<file path="src/logic/rgm_pkg.sv">
// Constants for the release gate with restart, mute and bypass
package rgm_pkg;
    localparam int RGM_CLK_HZ = 100_000_000;
    localparam int RGM_CYC_PER_MS = RGM_CLK_HZ / 1000;
    localparam int RGM_DEB_MS = 100;
    localparam int RGM_DEB_CYC = RGM_DEB_MS * RGM_CYC_PER_MS;
    localparam int RGM_PULSE_MAX_S = 30;
    localparam longint RGM_PULSE_MAX_CYC = longint'(RGM_PULSE_MAX_S) * RGM_CLK_HZ;
    localparam int RGM_MUTE_MAX_S = 7200;
    localparam int RGM_BYP_MAX_MIN = 600;
    localparam longint RGM_CYC_PER_S = longint'(RGM_CLK_HZ);
    localparam longint RGM_CYC_PER_MIN = 60 * longint'(RGM_CLK_HZ);
    localparam int RGM_NREL = 4;
    localparam logic [15:0] RGM_TIME_RST = 16'h0000;
endpackage : rgm_pkg

</file>
<file path="src/logic/rgm_release_gate.sv">
// Release gate: restart lock, pulse check, mute, bypass and error handling
`timescale 1ns/1ps
module rgm_release_gate
    import rgm_pkg::*;
#(
    parameter int NREL = RGM_NREL,
    parameter longint DEB_CYC = RGM_DEB_CYC,
    parameter longint PULSE_MAX_CYC = RGM_PULSE_MAX_CYC,
    parameter longint CYC_PER_S = RGM_CYC_PER_S,
    parameter longint CYC_PER_MIN = RGM_CYC_PER_MIN
) (
    input wire logic CLK_SYS,
    input wire logic RST,
    input wire logic CFG_MANUAL_RESTART,
    input wire logic CFG_MANUAL_RESET,
    input wire logic CFG_MUTE_EN,
    input wire logic CFG_MUTE_LIMIT_EN,
    input wire logic [15:0] CFG_MUTE_TIME_S,
    input wire logic CFG_BYP_EN,
    input wire logic CFG_BYP_LIMIT_EN,
    input wire logic [15:0] CFG_BYP_TIME_MIN,
    input wire logic CFG_WARN_DISABLES,
    input wire logic [NREL-1:0] EVAL_OK,
    input wire logic SENSOR_FAULT,
    input wire logic RANGE_WARN,
    input wire logic RESTART_IN,
    input wire logic ERR_RESET_IN,
    input wire logic MUTE_IN,
    input wire logic BYPASS_IN,
    output logic [NREL-1:0] RELEASE,
    output logic [NREL-1:0] RESTART_PENDING,
    output logic MUTE_ACTIVE,
    output logic BYPASS_ACTIVE,
    output logic RESET_PENDING,
    output logic ERROR_ACTIVE
);
    typedef struct packed {
        logic [1:0] rs_sync;
        logic [1:0] er_sync;
        logic [1:0] mu_sync;
        logic [1:0] by_sync;
        logic rs_prev;
        logic er_prev;
        logic mu_prev;
        logic by_prev;
        logic armed;
        logic [1:0] arm_cnt;
        logic [31:0] rs_cnt;
        logic [31:0] er_cnt;
        logic rs_valid;
        logic er_valid;
        logic mute;
        logic byp;
        logic [NREL-1:0] held;
        logic [NREL-1:0] confirmed;
        logic err;
        logic [47:0] tmr_mu;
        logic [47:0] tmr_by;
        logic [NREL-1:0] rel;
        logic [NREL-1:0] pend;
    } rgm_state_t;

    rgm_state_t st_reg;
    rgm_state_t st_next;

    logic rs_s;
    logic er_s;
    logic mu_s;
    logic by_s;
    logic cause;
    logic err_now;
    logic mu_expire;
    logic by_expire;
    logic [47:0] mu_lim;
    logic [47:0] by_lim;
    logic [15:0] mu_sec;
    logic [15:0] by_min;
    logic [NREL-1:0] base;

    assign rs_s = st_reg.rs_sync[1];
    assign er_s = st_reg.er_sync[1];
    assign mu_s = st_reg.mu_sync[1];
    assign by_s = st_reg.by_sync[1];

    // Clamp configured limits to their maxima
    assign mu_sec = (CFG_MUTE_TIME_S > 16'(RGM_MUTE_MAX_S)) ? 16'(RGM_MUTE_MAX_S)
                    : CFG_MUTE_TIME_S;
    assign by_min = (CFG_BYP_TIME_MIN > 16'(RGM_BYP_MAX_MIN)) ? 16'(RGM_BYP_MAX_MIN)
                    : CFG_BYP_TIME_MIN;
    assign mu_lim = 48'(longint'(mu_sec) * CYC_PER_S);
    assign by_lim = 48'(longint'(by_min) * CYC_PER_MIN);
    assign mu_expire = st_reg.mute && CFG_MUTE_LIMIT_EN && (st_reg.tmr_mu >= mu_lim);
    assign by_expire = st_reg.byp && CFG_BYP_LIMIT_EN && (st_reg.tmr_by >= by_lim);

    assign cause = SENSOR_FAULT || (CFG_WARN_DISABLES && RANGE_WARN);

    always_comb begin
        st_next = st_reg;
        st_next.rs_sync = {st_reg.rs_sync[0], RESTART_IN};
        st_next.er_sync = {st_reg.er_sync[0], ERR_RESET_IN};
        st_next.mu_sync = {st_reg.mu_sync[0], MUTE_IN};
        st_next.by_sync = {st_reg.by_sync[0], BYPASS_IN};
        st_next.rs_prev = rs_s;
        st_next.er_prev = er_s;
        st_next.mu_prev = mu_s;
        st_next.by_prev = by_s;
        // Arm only once the synchronisers and edge registers hold real pin levels,
        // so a pin already high at reset release never looks like a rising edge
        if (st_reg.arm_cnt != 2'h3) begin
            st_next.arm_cnt = st_reg.arm_cnt + 2'h1;
        end
        st_next.armed = st_reg.armed || (st_reg.arm_cnt == 2'h2);
        st_next.rs_valid = 1'b0;
        st_next.er_valid = 1'b0;

        // Pulse width measurement; counts only highs that began from a seen low
        if (!st_reg.armed) begin
            st_next.rs_cnt = 32'h0000_0000;
            st_next.er_cnt = 32'h0000_0000;
        end else begin
            if (rs_s && !st_reg.rs_prev) begin
                st_next.rs_cnt = 32'h0000_0001;
            end else if (rs_s && st_reg.rs_cnt != 32'h0000_0000
                         && st_reg.rs_cnt != 32'hFFFF_FFFF) begin
                st_next.rs_cnt = st_reg.rs_cnt + 32'h0000_0001;
            end else if (!rs_s) begin
                st_next.rs_cnt = 32'h0000_0000;
                st_next.rs_valid = st_reg.rs_prev && (longint'(st_reg.rs_cnt) >= DEB_CYC)
                    && (longint'(st_reg.rs_cnt) <= PULSE_MAX_CYC);
            end
            if (er_s && !st_reg.er_prev) begin
                st_next.er_cnt = 32'h0000_0001;
            end else if (er_s && st_reg.er_cnt != 32'h0000_0000
                         && st_reg.er_cnt != 32'hFFFF_FFFF) begin
                st_next.er_cnt = st_reg.er_cnt + 32'h0000_0001;
            end else if (!er_s) begin
                st_next.er_cnt = 32'h0000_0000;
                st_next.er_valid = st_reg.er_prev && (longint'(st_reg.er_cnt) >= DEB_CYC)
                    && (longint'(st_reg.er_cnt) <= PULSE_MAX_CYC);
            end
        end

        // Error latch
        if (cause) begin
            st_next.err = 1'b1;
        end else if (!CFG_MANUAL_RESET || st_reg.er_valid) begin
            st_next.err = 1'b0;
        end
        err_now = st_next.err;

        // Mute: edge only, so a high at start never triggers it
        if (!CFG_MUTE_EN || (st_reg.mute && (!mu_s || mu_expire))) begin
            st_next.mute = 1'b0;
            st_next.held = '0;
        end else if (st_reg.armed && mu_s && !st_reg.mu_prev && !st_reg.mute) begin
            st_next.mute = 1'b1;
            st_next.held = st_reg.rel;
            st_next.tmr_mu = 48'h0000_0000_0000;
        end else if (st_reg.mute) begin
            st_next.tmr_mu = st_reg.tmr_mu + 48'h0000_0000_0001;
        end

        if (!CFG_BYP_EN || (st_reg.byp && (!by_s || by_expire))) begin
            st_next.byp = 1'b0;
        end else if (st_reg.armed && by_s && !st_reg.by_prev && !st_reg.byp) begin
            st_next.byp = 1'b1;
            st_next.tmr_by = 48'h0000_0000_0000;
        end else if (st_reg.byp) begin
            st_next.tmr_by = st_reg.tmr_by + 48'h0000_0000_0001;
        end

        // Restart lock per release
        for (int i = 0; i < NREL; i++) begin
            if (!CFG_MANUAL_RESTART) begin
                st_next.confirmed[i] = EVAL_OK[i];
            end else if (!EVAL_OK[i] && !(st_reg.byp && st_reg.confirmed[i])) begin
                st_next.confirmed[i] = 1'b0;
            end else if (st_reg.rs_valid && !st_reg.confirmed[i]
                         && (st_reg.pend[i] || st_reg.byp)) begin
                st_next.confirmed[i] = 1'b1;
            end
            // Already confirmed: further restart pulses change nothing
        end
        base = st_next.confirmed & EVAL_OK;
        if (CFG_MANUAL_RESTART) begin
            base = st_next.confirmed & (EVAL_OK | {NREL{st_next.byp}});
        end
        // Muting holds only those already high at the edge
        st_next.rel = err_now ? '0 :
            (base | (st_next.held & {NREL{st_next.mute}}) | {NREL{st_next.byp}});
        st_next.pend = (CFG_MANUAL_RESTART && !err_now) ?
            (EVAL_OK & ~st_next.confirmed) : '0;
    end

    always_ff @(posedge CLK_SYS or posedge RST) begin
        if (RST) begin
            st_reg <= '0;
        end else begin
            st_reg <= st_next;
        end
    end

    assign RELEASE = st_reg.rel;
    assign RESTART_PENDING = st_reg.pend;
    assign MUTE_ACTIVE = st_reg.mute;
    assign BYPASS_ACTIVE = st_reg.byp;
    assign ERROR_ACTIVE = st_reg.err;
    assign RESET_PENDING = st_reg.err && !cause && CFG_MANUAL_RESET;

    property p_fault_drops;
        @(posedge CLK_SYS) disable iff (RST) SENSOR_FAULT |=> (RELEASE == '0);
    endproperty
    a_fault_drops: assert property (p_fault_drops) else $error("release high under fault");

    property p_auto_no_pend;
        @(posedge CLK_SYS) disable iff (RST)
            !CFG_MANUAL_RESTART && !$past(CFG_MANUAL_RESTART) |-> RESTART_PENDING == '0;
    endproperty
    a_auto_no_pend: assert property (p_auto_no_pend) else $error("pending in auto mode");

    property p_byp_forces;
        @(posedge CLK_SYS) disable iff (RST) BYPASS_ACTIVE && !ERROR_ACTIVE |-> &RELEASE;
    endproperty
    a_byp_forces: assert property (p_byp_forces) else $error("bypass not forcing");

    property p_mute_edge;
        @(posedge CLK_SYS) disable iff (RST)
            $rose(MUTE_ACTIVE) |-> $past(st_reg.mu_prev) == 1'b0 && $past(mu_s);
    endproperty
    a_mute_edge: assert property (p_mute_edge) else $error("mute without rising edge");

    property p_mute_ends;
        @(posedge CLK_SYS) disable iff (RST) MUTE_ACTIVE && !mu_s |=> !MUTE_ACTIVE;
    endproperty
    a_mute_ends: assert property (p_mute_ends) else $error("mute did not end");

    property p_byp_ends;
        @(posedge CLK_SYS) disable iff (RST) BYPASS_ACTIVE && by_expire |=> !BYPASS_ACTIVE;
    endproperty
    a_byp_ends: assert property (p_byp_ends) else $error("bypass limit ignored");

    property p_short_reject;
        @(posedge CLK_SYS) disable iff (RST)
            st_reg.rs_valid |-> $past(longint'(st_reg.rs_cnt)) >= DEB_CYC;
    endproperty
    a_short_reject: assert property (p_short_reject) else $error("short pulse accepted");

    property p_long_reject;
        @(posedge CLK_SYS) disable iff (RST)
            st_reg.rs_valid |-> $past(longint'(st_reg.rs_cnt)) <= PULSE_MAX_CYC;
    endproperty
    a_long_reject: assert property (p_long_reject) else $error("long pulse accepted");

    property p_pend_excl;
        @(posedge CLK_SYS) disable iff (RST) (RESTART_PENDING & RELEASE & ~{NREL{BYPASS_ACTIVE}}
            & ~{NREL{MUTE_ACTIVE}}) == '0;
    endproperty
    a_pend_excl: assert property (p_pend_excl) else $error("pending with release");

    property p_byp_edge;
        @(posedge CLK_SYS) disable iff (RST)
            $rose(BYPASS_ACTIVE) |-> $past(st_reg.by_prev) == 1'b0 && $past(by_s);
    endproperty
    a_byp_edge: assert property (p_byp_edge) else $error("bypass without rising edge");

    property p_start_quiet;
        @(posedge CLK_SYS) disable iff (RST) !st_reg.armed |=> !MUTE_ACTIVE && !BYPASS_ACTIVE;
    endproperty
    a_start_quiet: assert property (p_start_quiet) else $error("edge taken before arming");

    property p_err_held;
        @(posedge CLK_SYS) disable iff (RST)
            ERROR_ACTIVE && CFG_MANUAL_RESET && !st_reg.er_valid |=> ERROR_ACTIVE;
    endproperty
    a_err_held: assert property (p_err_held) else $error("error cleared without reset");

    property p_pend_drop;
        @(posedge CLK_SYS) disable iff (RST) (RESTART_PENDING & ~$past(EVAL_OK)) == '0;
    endproperty
    a_pend_drop: assert property (p_pend_drop) else $error("pending without condition");

    c_restart: cover property (@(posedge CLK_SYS) disable iff (RST)
        $rose(RELEASE[0]) && CFG_MANUAL_RESTART);
    c_mute_limit: cover property (@(posedge CLK_SYS) disable iff (RST)
        $fell(MUTE_ACTIVE) && mu_s);
    c_mute: cover property (@(posedge CLK_SYS) disable iff (RST) $rose(MUTE_ACTIVE));
    c_bypass: cover property (@(posedge CLK_SYS) disable iff (RST) $fell(BYPASS_ACTIVE));
    c_err_reset: cover property (@(posedge CLK_SYS) disable iff (RST) $fell(ERROR_ACTIVE));
endmodule : rgm_release_gate

</file>
<file path="config.mk">
export PLATFORM = sky130hd
export DESIGN_NAME = rgm_release_gate
export DESIGN_NICKNAME = d
export VERILOG_FILES = /design/src/logic/rgm_pkg.sv /design/src/logic/rgm_release_gate.sv
export SDC_FILE = /design/constraint.sdc
export NUM_CORES = 1
export LEC_CHECK = 0
export CAP_MARGIN = 30
export CORE_UTILIZATION = 63
export DETAILED_ROUTE_END_ITERATION = 7
export DONT_BUFFER_PORTS = 1
export GPL_ROUTABILITY_DRIVEN = 0
export PLACE_DENSITY_LB_ADDON = 0.2
export SYNTH_ARGS = -nofsm -noshare
export SYNTH_HDL_FRONTEND = slang
export SYNTH_SLANG_ARGS = --single-unit
</file>
<file path="constraint.sdc">
create_clock -name CLK_SYS -period 6.83 [get_ports CLK_SYS]
set_input_delay 0.683 -clock CLK_SYS [delete_from_list [all_inputs] [get_ports CLK_SYS]]
set_output_delay 0.683 -clock CLK_SYS [all_outputs]
set_load 0.05 [all_outputs]
</file>
==> out/qor.yml, run 1 <==
run_status:
  status: "finished, violations left"
  violations: "negative setup slack"
routing:
  wl_mm: 70.21
  drc_errors: 0
  vias: 20815
  viasPerCell: 6.184
  drt_iter0_drc: 1649
  post_drt_wl_per_cell_um: 20.86
  drt-pass1-iter-count: 8
  ant_nets: 0
sta:
  finalHoldViolCount: 0
  fmax_mhz: 109.9
  relSlewSlack_pct: 32.50
  timing.final.crit_share_pct: 133.3
  rsz0062_at_grt: "true"
  layout_setup_ws_ps: -2272
  clock_skew_ps: 10.12
  drv_slew: 0
  finalCriticalPeriod_ps: 9102
  setup-tns-final_ps: -189900
  worst_pin_slew_ps: 1010
  hold_ws_ps: 254.4
  final-setup-viol-count: 106
synthesis:
  synth_edf_count: 0
  ys.warnings.count: 0
  async_flop_share_pct: 100.0
  ys_seq_area_share_pct: 21.22
  ys_seq_elements: 196
  postSynthCellCount: 2496
  synth.distinct_cells: 72
  avgSynthCellArea_um2: 9.262
  syn-cell-area_mm2: 0.02312
  synth_ff_type: "dfrtp_1"
final_layout:
  largest_register_ffs: 177
  n_antenna_cell: 0
  area_delta_synth_final_pct: 26.83
  drive_above_1_share_pct: 24.96
  n_fill_cell: 1988
  layout.nets: 3524
  postLayoutCoreUtil_pct: 81.84
floorplan:
  dieArea_mm2: 0.03746
  die_w_um: 193.6
  die_h_um: 193.6
  rows: 69
  fp.coreArea_mm2: 0.03583
  ios: 63
  initial_core_util_pct: 64.52
cts:
  cts_buffer_depth: 2
  cts_hold_buf: 0
  clk_latency_ps: 450
  cts_root_buf: "clkbuf_16"
  tritoncts: "built"
  htreeDepth: 4
  cts_sinks: 196
  cts_buffers: 17
  clkSlewWorstSetupHoldPaths_ps: 80
global_routing:
  antenna_found_initial: 0
  gr-total-overflow: 0
  grt_first_pass_wirelength_mm: 107.4
  grt_pass1_vias: 21294
  grt_max_degree: 127
  grt_usage_pct: 35.56
worst_setup_path:
  worstSetupStartpointType: "input port"
  reg2reg_slack_ps: 2980
  slowest_stage: "fa_1"
  cpMostUsedCell: "buf_4"
  cp_num_buf_inv: 12
  crit_path_end_kind: "flip-flop"
  crit_family: "adder cells"
  critical_path_arrival_ps: 9420
  critical_path_required_ps: 7140
  path_max_fanout: 6
  slowest_delay_ps: 540
  worstSetupPathType: "input port to flip-flop"
power:
  p_per_area_mw_per_mm2: 327.5
  vdd.ir_drop.worst_v: 0.0003309
  p_total_mw: 9.604
  leakage_nw: 14.65
run:
  maxCapViolCount: 0
min_path:
  hold_class: "input port to flip-flop"
placement:
  numPortBuffers: 0
  pre_cts_ws_ps: -2327
  dpl.hpwl_mm: 48.18
## what timing repair did
| action | 4_1_cts | 5_1_grt |
|---|---|---|
| setup buffers | 58 | 25 |
| gates resized for setup | 131 | 149 |
| endpoints found under the setup margin | 106 | 106 |
| pin swaps | 93 | 98 |
| gates cloned | 3 | 2 |
## cell type report
type / instances / area, µm² / share of cell area, %
repair buffers: 379 / 3209 / 10.95
inverters: 384 / 1489 / 5.078
flip-flops and latches: 196 / 4905 / 16.73
multi-input cells: 1914 / 18560 / 63.30
well taps: 461 / 576.8 / 1.967
clock buffers: 17 / 425.4 / 1.451
clock inverters: 15 / 155.1 / 0.5291
## power by group
group / total [mW] / switching (mW) / internal [mW]
registers: 1.28 / 0.0828 / 1.20
clock network: 0.998 / 0.508 / 0.490
logic: 7.33 / 3.81 / 3.51
## cells by family (layout without fill, tap and decap cells)
| family | after synthesis | after routing | share of synthesized area [%] |
|---|---|---|---|
| AO/OA/AOI/OAI | 377 | 377 | 10.43 |
| adder cells (fa/ha/maj) | 581 | 581 | 38.53 |
| AND/OR/NAND/NOR | 740 | 741 | 16.41 |
| multiplexers | 6 | 6 | 0.2598 |
| XOR/XNOR | 153 | 153 | 5.797 |
| buffers and inverters | 441 | 795 | 7.334 |
| flip-flops | 196 | 196 | 21.22 |
| other | 2 | 56 | 0.03249 |
## cells in the final DEF (no fill, tap or decap), types with 9 or more instances in the layout
master,n
o21a_1,17
or3_1,22
or4_4,11
nor2b_1,11
fa_2,16
inv_2,24
buf_4,327
a21o_1,37
or2_2,13
o31ai_1,13
ha_1,329
o21ai_2,28
nand2b_1,24
o21ai_0,51
and4_1,21
inv_1,349
buf_12,9
a21oi_1,83
dfrtp_1,196
o21ai_1,14
nand3_1,70
nor3_1,27
and2_1,18
ha_4,32
or4_1,11
nand2_1,123
xor2_1,76
nor2_1,183
fa_1,202
and3_1,27
xnor2_1,72
conb_1,56
nor4_1,19
nand4_1,62
clkbuf_16,19
nor3_4,13
a21oi_2,32
nand2_2,14
buf_6,31
## stage by stage
step                instances  instance area, µm²
detailed placement       3255               26800
global placement         3252               26760
CTS                      3347               28480
floorplan                2550               24250
finish                   3366               29320
global route             3366               29320
## layer usage
layer,wire length [µm],global-route usage (%),up-vias
li1,-,-,9227
met1,26860,46.16,10180
met2,34590,61.06,1116
met3,5613,4.672,290
met4,3109,12.65,2
met5,33,0,-
## Yosys cell counts (30+ instances only)
master      n  area, µm²
a21oi_1   117      585.6
nand3_1    74      370.4
dfrtp_1   196       4905
clkbuf_1   41      153.9
inv_1     384       1441
nand4_1    62      387.9
or3_1      30      187.7
nand2b_1   30      187.7
nand2_1   143      536.8
ha_1      363       4542
and3_1     33      206.5
fa_1      218       4364
nor3_1     41      205.2
o21ai_0    92      460.4
a21o_1     37      277.8
xnor2_1    76      665.6
nor2_1    191      716.9
xor2_1     77      674.4
## worst paths after layout
| kind | startpoint | endpoint | cells after the start |
|---|---|---|---|
| max | CFG_MUTE_TIME_S[4] | st_reg[65] | 40 |
| min | RESTART_IN | st_next[195] | 0 |
| max reg2reg | st_reg[59] | st_reg[99] | 9 |
| min reg2reg | st_next[193] | er_s | 0 |
| max in group asynchronous | RST | st_reg[44] | 2 |
| min in group asynchronous | RST | st_reg[115] | 1 |
(Power assumes the default switching activity.)
==> inputs of run 2 (changes only) <==
--- a/config.mk
+++ b/config.mk
@@ -6,7 +6,7 @@
 export NUM_CORES = 1
 export LEC_CHECK = 0
 export CAP_MARGIN = 30
-export CORE_UTILIZATION = 63
+export CORE_UTILIZATION = 55
 export DETAILED_ROUTE_END_ITERATION = 7
 export DONT_BUFFER_PORTS = 1
 export GPL_ROUTABILITY_DRIVEN = 0
==> out/qor.yml, run 2 (synthesis results as in run 1) <==
worst_setup_path:
  worstSetupStartpointType: "input port"
  crit_path_end_kind: "flip-flop"
  critical_path_arrival_ps: 9020
  worstSetupPathType: "input port to flip-flop"
  slowest_stage: "fa_1"
  cpMostUsedCell: "fa_1"
  path_max_fanout: 6
  slowest_delay_ps: 550
  critical_path_required_ps: 7120
cts:
  clk_latency_ps: 440
  tritoncts: "built"
  cts_root_buf: "clkbuf_16"
  cts_buffer_depth: 2
  cts_sinks: 196
  clkSlewWorstSetupHoldPaths_ps: 70
  cts_buffers: 17
  htreeDepth: 4
power:
  p_total_mw: 9.045
  p_per_area_mw_per_mm2: 312.3
  vdd.ir_drop.worst_v: 0.0003532
  leakage_nw: 14.57
routing:
  ant_nets: 0
  viasPerCell: 5.637
  drt_iter0_drc: 1193
  drc_errors: 4
  vias: 19246
  post_drt_wl_per_cell_um: 17.54
  wl_mm: 59.87
  drt-pass1-iter-count: 8
run_status:
  status: "finished, violations left"
  violations: "design-rule violations, negative setup slack"
final_layout:
  largest_register_ffs: 177
  area_delta_synth_final_pct: 25.30
  layout_common_cells: "inv_1, ha_1, buf_4, fa_1, dfrtp_1"
  final_common_cell: "inv_1"
  final_cell_area_mm2: 0.02897
  drive_above_1_share_pct: 22.87
  n_antenna_cell: 0
  layout.nets: 3501
sta:
  timing.final.crit_share_pct: 127.8
  layout_setup_ws_ps: -1902
  clock_skew_ps: 10.99
  hold_ws_ps: 259.5
  relSlewSlack_pct: 31.68
  drv_slew: 0
  setup-tns-final_ps: -155030
  final-setup-viol-count: 106
  fmax_mhz: 114.5
  rsz0062_at_grt: "true"
  worst_pin_slew_ps: 1025
  finalHoldViolCount: 0
  finalCriticalPeriod_ps: 8732
placement:
  placedInstanceArea_mm2: 0.02699
  numPortBuffers: 0
  dpl.hpwl_mm: 47.25
  pre_cts_ws_ps: -2312
floorplan:
  die_h_um: 207.0
  dieArea_mm2: 0.04286
  rows: 74
  fp.coreArea_mm2: 0.04111
  initial_core_util_pct: 56.23
  ios: 63
  die_w_um: 207.0
global_routing:
  antenna_found_initial: 0
  grt_max_degree: 119
  grt_first_pass_wirelength_mm: 99.30
  grt_pass1_vias: 19557
  grt_usage_pct: 28.49
  gr-total-overflow: 0
run:
  maxCapViolCount: 0
min_path:
  hold_class: "input port to asynchronous set/reset pin"
-- run 2: per-stage QoR --
stage	utilization, %	cells
2_1_floorplan	-	2550
3_3_place_gp	65.43	3326
3_5_place_dp	65.65	3330
4_1_cts	68.83	3389
5_1_grt	70.46	3414
6_report	70.46	3414
-- run 2: final timing paths --
| check | start | end | slack [ps] | cells past startpoint |
|---|---|---|---|---|
| worst max-delay path | CFG_MUTE_TIME_S[4] | st_reg[97] | -1900 | 38 |
| worst min-delay path | RST | er_s | 260 | 1 |
| worst max register to register | st_reg[8] | st_reg[55] | 3160 | 12 |
| worst min register to register | st_next[195] | rs_s | 350 | 0 |
| max in group asynchronous | RST | st_reg[36] | 5340 | 3 |
| min in group CLK_SYS | MUTE_IN | st_next[191] | 270 | 0 |
-- run 2: timing repair --
action                     4_1_cts  5_1_grt
resized for setup              101      105
setup endpoints to repair      106      106
hold buffers                     0        0
pin swaps                       91       75
cloned                           3        0
buffers inserted                26       28
-- run 2: worst max-delay path, delay by kind of cell --
kind / cells / cell delay (ps)
buffers and inverters: 8 / 890
xor gates and xnor gates: 2 / 240
and+or+nand+nor: 9 / 1540
adders and majority gates: 8 / 3560
AOI/OAI and AO/OA: 11 / 2090
-- run 2: layer usage --
| layer | vias up | wire length (µm) | global-route usage [%] |
|---|---|---|---|
| met5 | - | 0 | 0 |
| met4 | 0 | 997 | 5.867 |
| met3 | 84 | 2549 | 2.896 |
| met2 | 486 | 28860 | 47.09 |
| met1 | 9483 | 27460 | 40.73 |
| li1 | 9193 | - | - |
-- run 2: where the power goes --
part           switching [mW]  internal [mW]  leakage [nW]
Combinational            3.38           3.33          11.6
Clock                   0.449          0.608         0.293
Sequential             0.0831           1.20          2.67
Total                    3.91           5.13          14.6
-- run 2: final cells by class --
cell class,count,area [µm²]
Multi-Input combinational cell,1915,18370
Fill cell,3020,12140
Sequential cell,196,4905
Timing Repair Buffer,355,2934
Inverter,384,1474
Tap cell,532,665.6
Clock buffer,22,474.2
Clock inverter,10,143.9
==> inputs of run 3 (changes only) <==
--- a/config.mk
+++ b/config.mk
@@ -6,7 +6,7 @@
 export NUM_CORES = 1
 export LEC_CHECK = 0
 export CAP_MARGIN = 30
-export CORE_UTILIZATION = 55
+export CORE_UTILIZATION = 45
 export DETAILED_ROUTE_END_ITERATION = 7
 export DONT_BUFFER_PORTS = 1
 export GPL_ROUTABILITY_DRIVEN = 0
==> out/qor.yml, run 3 (synthesis results as in run 1) <==
final_layout:
  largest_register_ffs: 177
  n_fill_cell: 4246
  postLayoutCoreUtil_pct: 58.70
  layout_common_cells: "inv_1, buf_4, ha_1, fa_1, dfrtp_1"
  layout.nets: 3526
  final_cell_area_mm2: 0.02957
  n_antenna_cell: 0
  final_common_cell: "inv_1"
  stdcell_count: 3579
  area_delta_synth_final_pct: 27.92
  drive_above_1_share_pct: 25.04
sta:
  relSlewSlack_pct: 35.10
  worst_pin_slew_ps: 973.5
  setup-tns-final_ps: -150390
  final-setup-viol-count: 106
  rsz0062_at_grt: "true"
  fmax_mhz: 116.4
  finalHoldViolCount: 0
  hold_ws_ps: 249.5
  layout_setup_ws_ps: -1759
  timing.final.crit_share_pct: 125.8
  clock_skew_ps: 9.367
  finalCriticalPeriod_ps: 8589
  drv_slew: 0
min_path:
  hold_class: "input port to asynchronous set/reset pin"
worst_setup_path:
  critical_path_required_ps: 7220
  crit_cells: 35
  crit_path_end_kind: "flip-flop"
  cp_num_buf_inv: 5
  worstSetupStartpointType: "input port"
  timing.rr.start: "st_reg[18]"
  slowest_delay_ps: 630
  critical_path_arrival_ps: 8970
  crit_family: "adder cells"
  rr_endpoint: "st_reg[40]"
  cpMostUsedCell: "fa_2"
  reg2reg_slack_ps: 3260
  path_max_fanout: 9
  slowest_stage: "fa_2"
  reg2reg_depth: 13
  worstSetupPathType: "input port to flip-flop"
routing:
  drc_errors: 0
  post_drt_wl_per_cell_um: 16.70
  viasPerCell: 5.300
  wl_mm: 59.79
  ant_nets: 0
  vias: 18970
  drt_iter0_drc: 1216
  drt-pass1-iter-count: 7
run_status:
  violations: "negative setup slack"
  status: "finished, violations left"
run:
  maxCapViolCount: 0
cts:
  cts_sinks: 196
  clkSlewWorstSetupHoldPaths_ps: 70
  cts_buffers: 17
  htreeDepth: 4
  tritoncts: "built"
  cts_root_buf: "clkbuf_16"
  cts_buffer_depth: 2
  clk_latency_ps: 460
global_routing:
  grt_max_degree: 128
  grt_pass1_vias: 19819
  grt_first_pass_wirelength_mm: 100.3
  gr-total-overflow: 0
  grt_usage_pct: 23.53
  antenna_found_initial: 0
power:
  p_per_area_mw_per_mm2: 314.4
  leakage_nw: 14.65
  vdd.ir_drop.worst_v: 0.0002577
  p_total_mw: 9.298
floorplan:
  die_w_um: 228.7
  fp.coreArea_mm2: 0.05038
  rows: 82
  dieArea_mm2: 0.05228
  initial_core_util_pct: 45.89
  die_h_um: 228.7
  ios: 63
placement:
  dpl.hpwl_mm: 47.17
  placed_cells: 3475
  numPortBuffers: 0
  placedInstanceArea_mm2: 0.02715
  pre_cts_ws_ps: -2302
## run 3: layout make-up
class / count / area, µm² / share of cell area [%]
timing repair inverter: 1 / 11.26 / 0.03808
sequential: 196 / 4905 / 16.59
multi-input combinational: 1914 / 18580 / 62.83
inverter: 384 / 1486 / 5.027
clock inverter: 12 / 110.1 / 0.3723
tap: 672 / 840.8 / 2.843
clock buffer: 20 / 466.7 / 1.578
timing repair buffer: 380 / 3171 / 10.72
## run 3: worst max path at each step
| stage | from | to | slack, ps |
|---|---|---|---|
| 5_1_grt | CFG_MUTE_TIME_S[4] | st_reg[90] | -2190 |
| 6_report | CFG_MUTE_TIME_S[4] | st_reg[86] | -1760 |
| 3_3_place_gp | CFG_MUTE_TIME_S[4] | st_reg[87] | -2220 |
| 4_1_cts | CFG_MUTE_TIME_S[4] | st_reg[59] | -1680 |
| 2_1_floorplan | CFG_MUTE_TIME_S[4] | st_reg[100] | -1930 |
| 3_5_place_dp | CFG_MUTE_TIME_S[4] | st_reg[59] | -2300 |
## run 3: repair_timing
| item | 4_1_cts | 5_1_grt |
|---|---|---|
| hold buffers | 0 | 0 |
| setup endpoints to repair | 106 | 106 |
| pin swaps | 89 | 108 |
| buffers inserted | 45 | 25 |
| gates resized for setup | 131 | 154 |
| cloned | 6 | 2 |
## run 3: per-layer routing
| layer | vias to the layer above | GRT usage, % | wire length [µm] |
|---|---|---|---|
| li1 | 9241 | - | - |
| met1 | 9338 | 33.79 | 28730 |
| met2 | 318 | 38.20 | 28160 |
| met3 | 73 | 1.821 | 1699 |
| met4 | 0 | 6.271 | 1191 |
| met5 | - | 0 | 0 |
## run 3: report_power, final
part           leakage, nW  internal [mW]  total (mW)  switching (mW)
combinational         11.7           3.52        7.03            3.51
clock                0.287          0.510       0.996           0.487
sequential            2.67           1.20        1.28          0.0792
total                 14.7           5.22        9.30            4.08
## run 3: worst register-to-register path, stage by stage (launching register included)
cell	delay [ps]
dfrtp_1	430
inv_1	60
ha_1	280
and3b_1	160
a311o_1	380
a21o_1	210
a2111oi_2	340
o31ai_1	180
a221oi_4	420
nand2_4	180
buf_6	170
buf_8	130
or4_4	420
a21oi_2	140
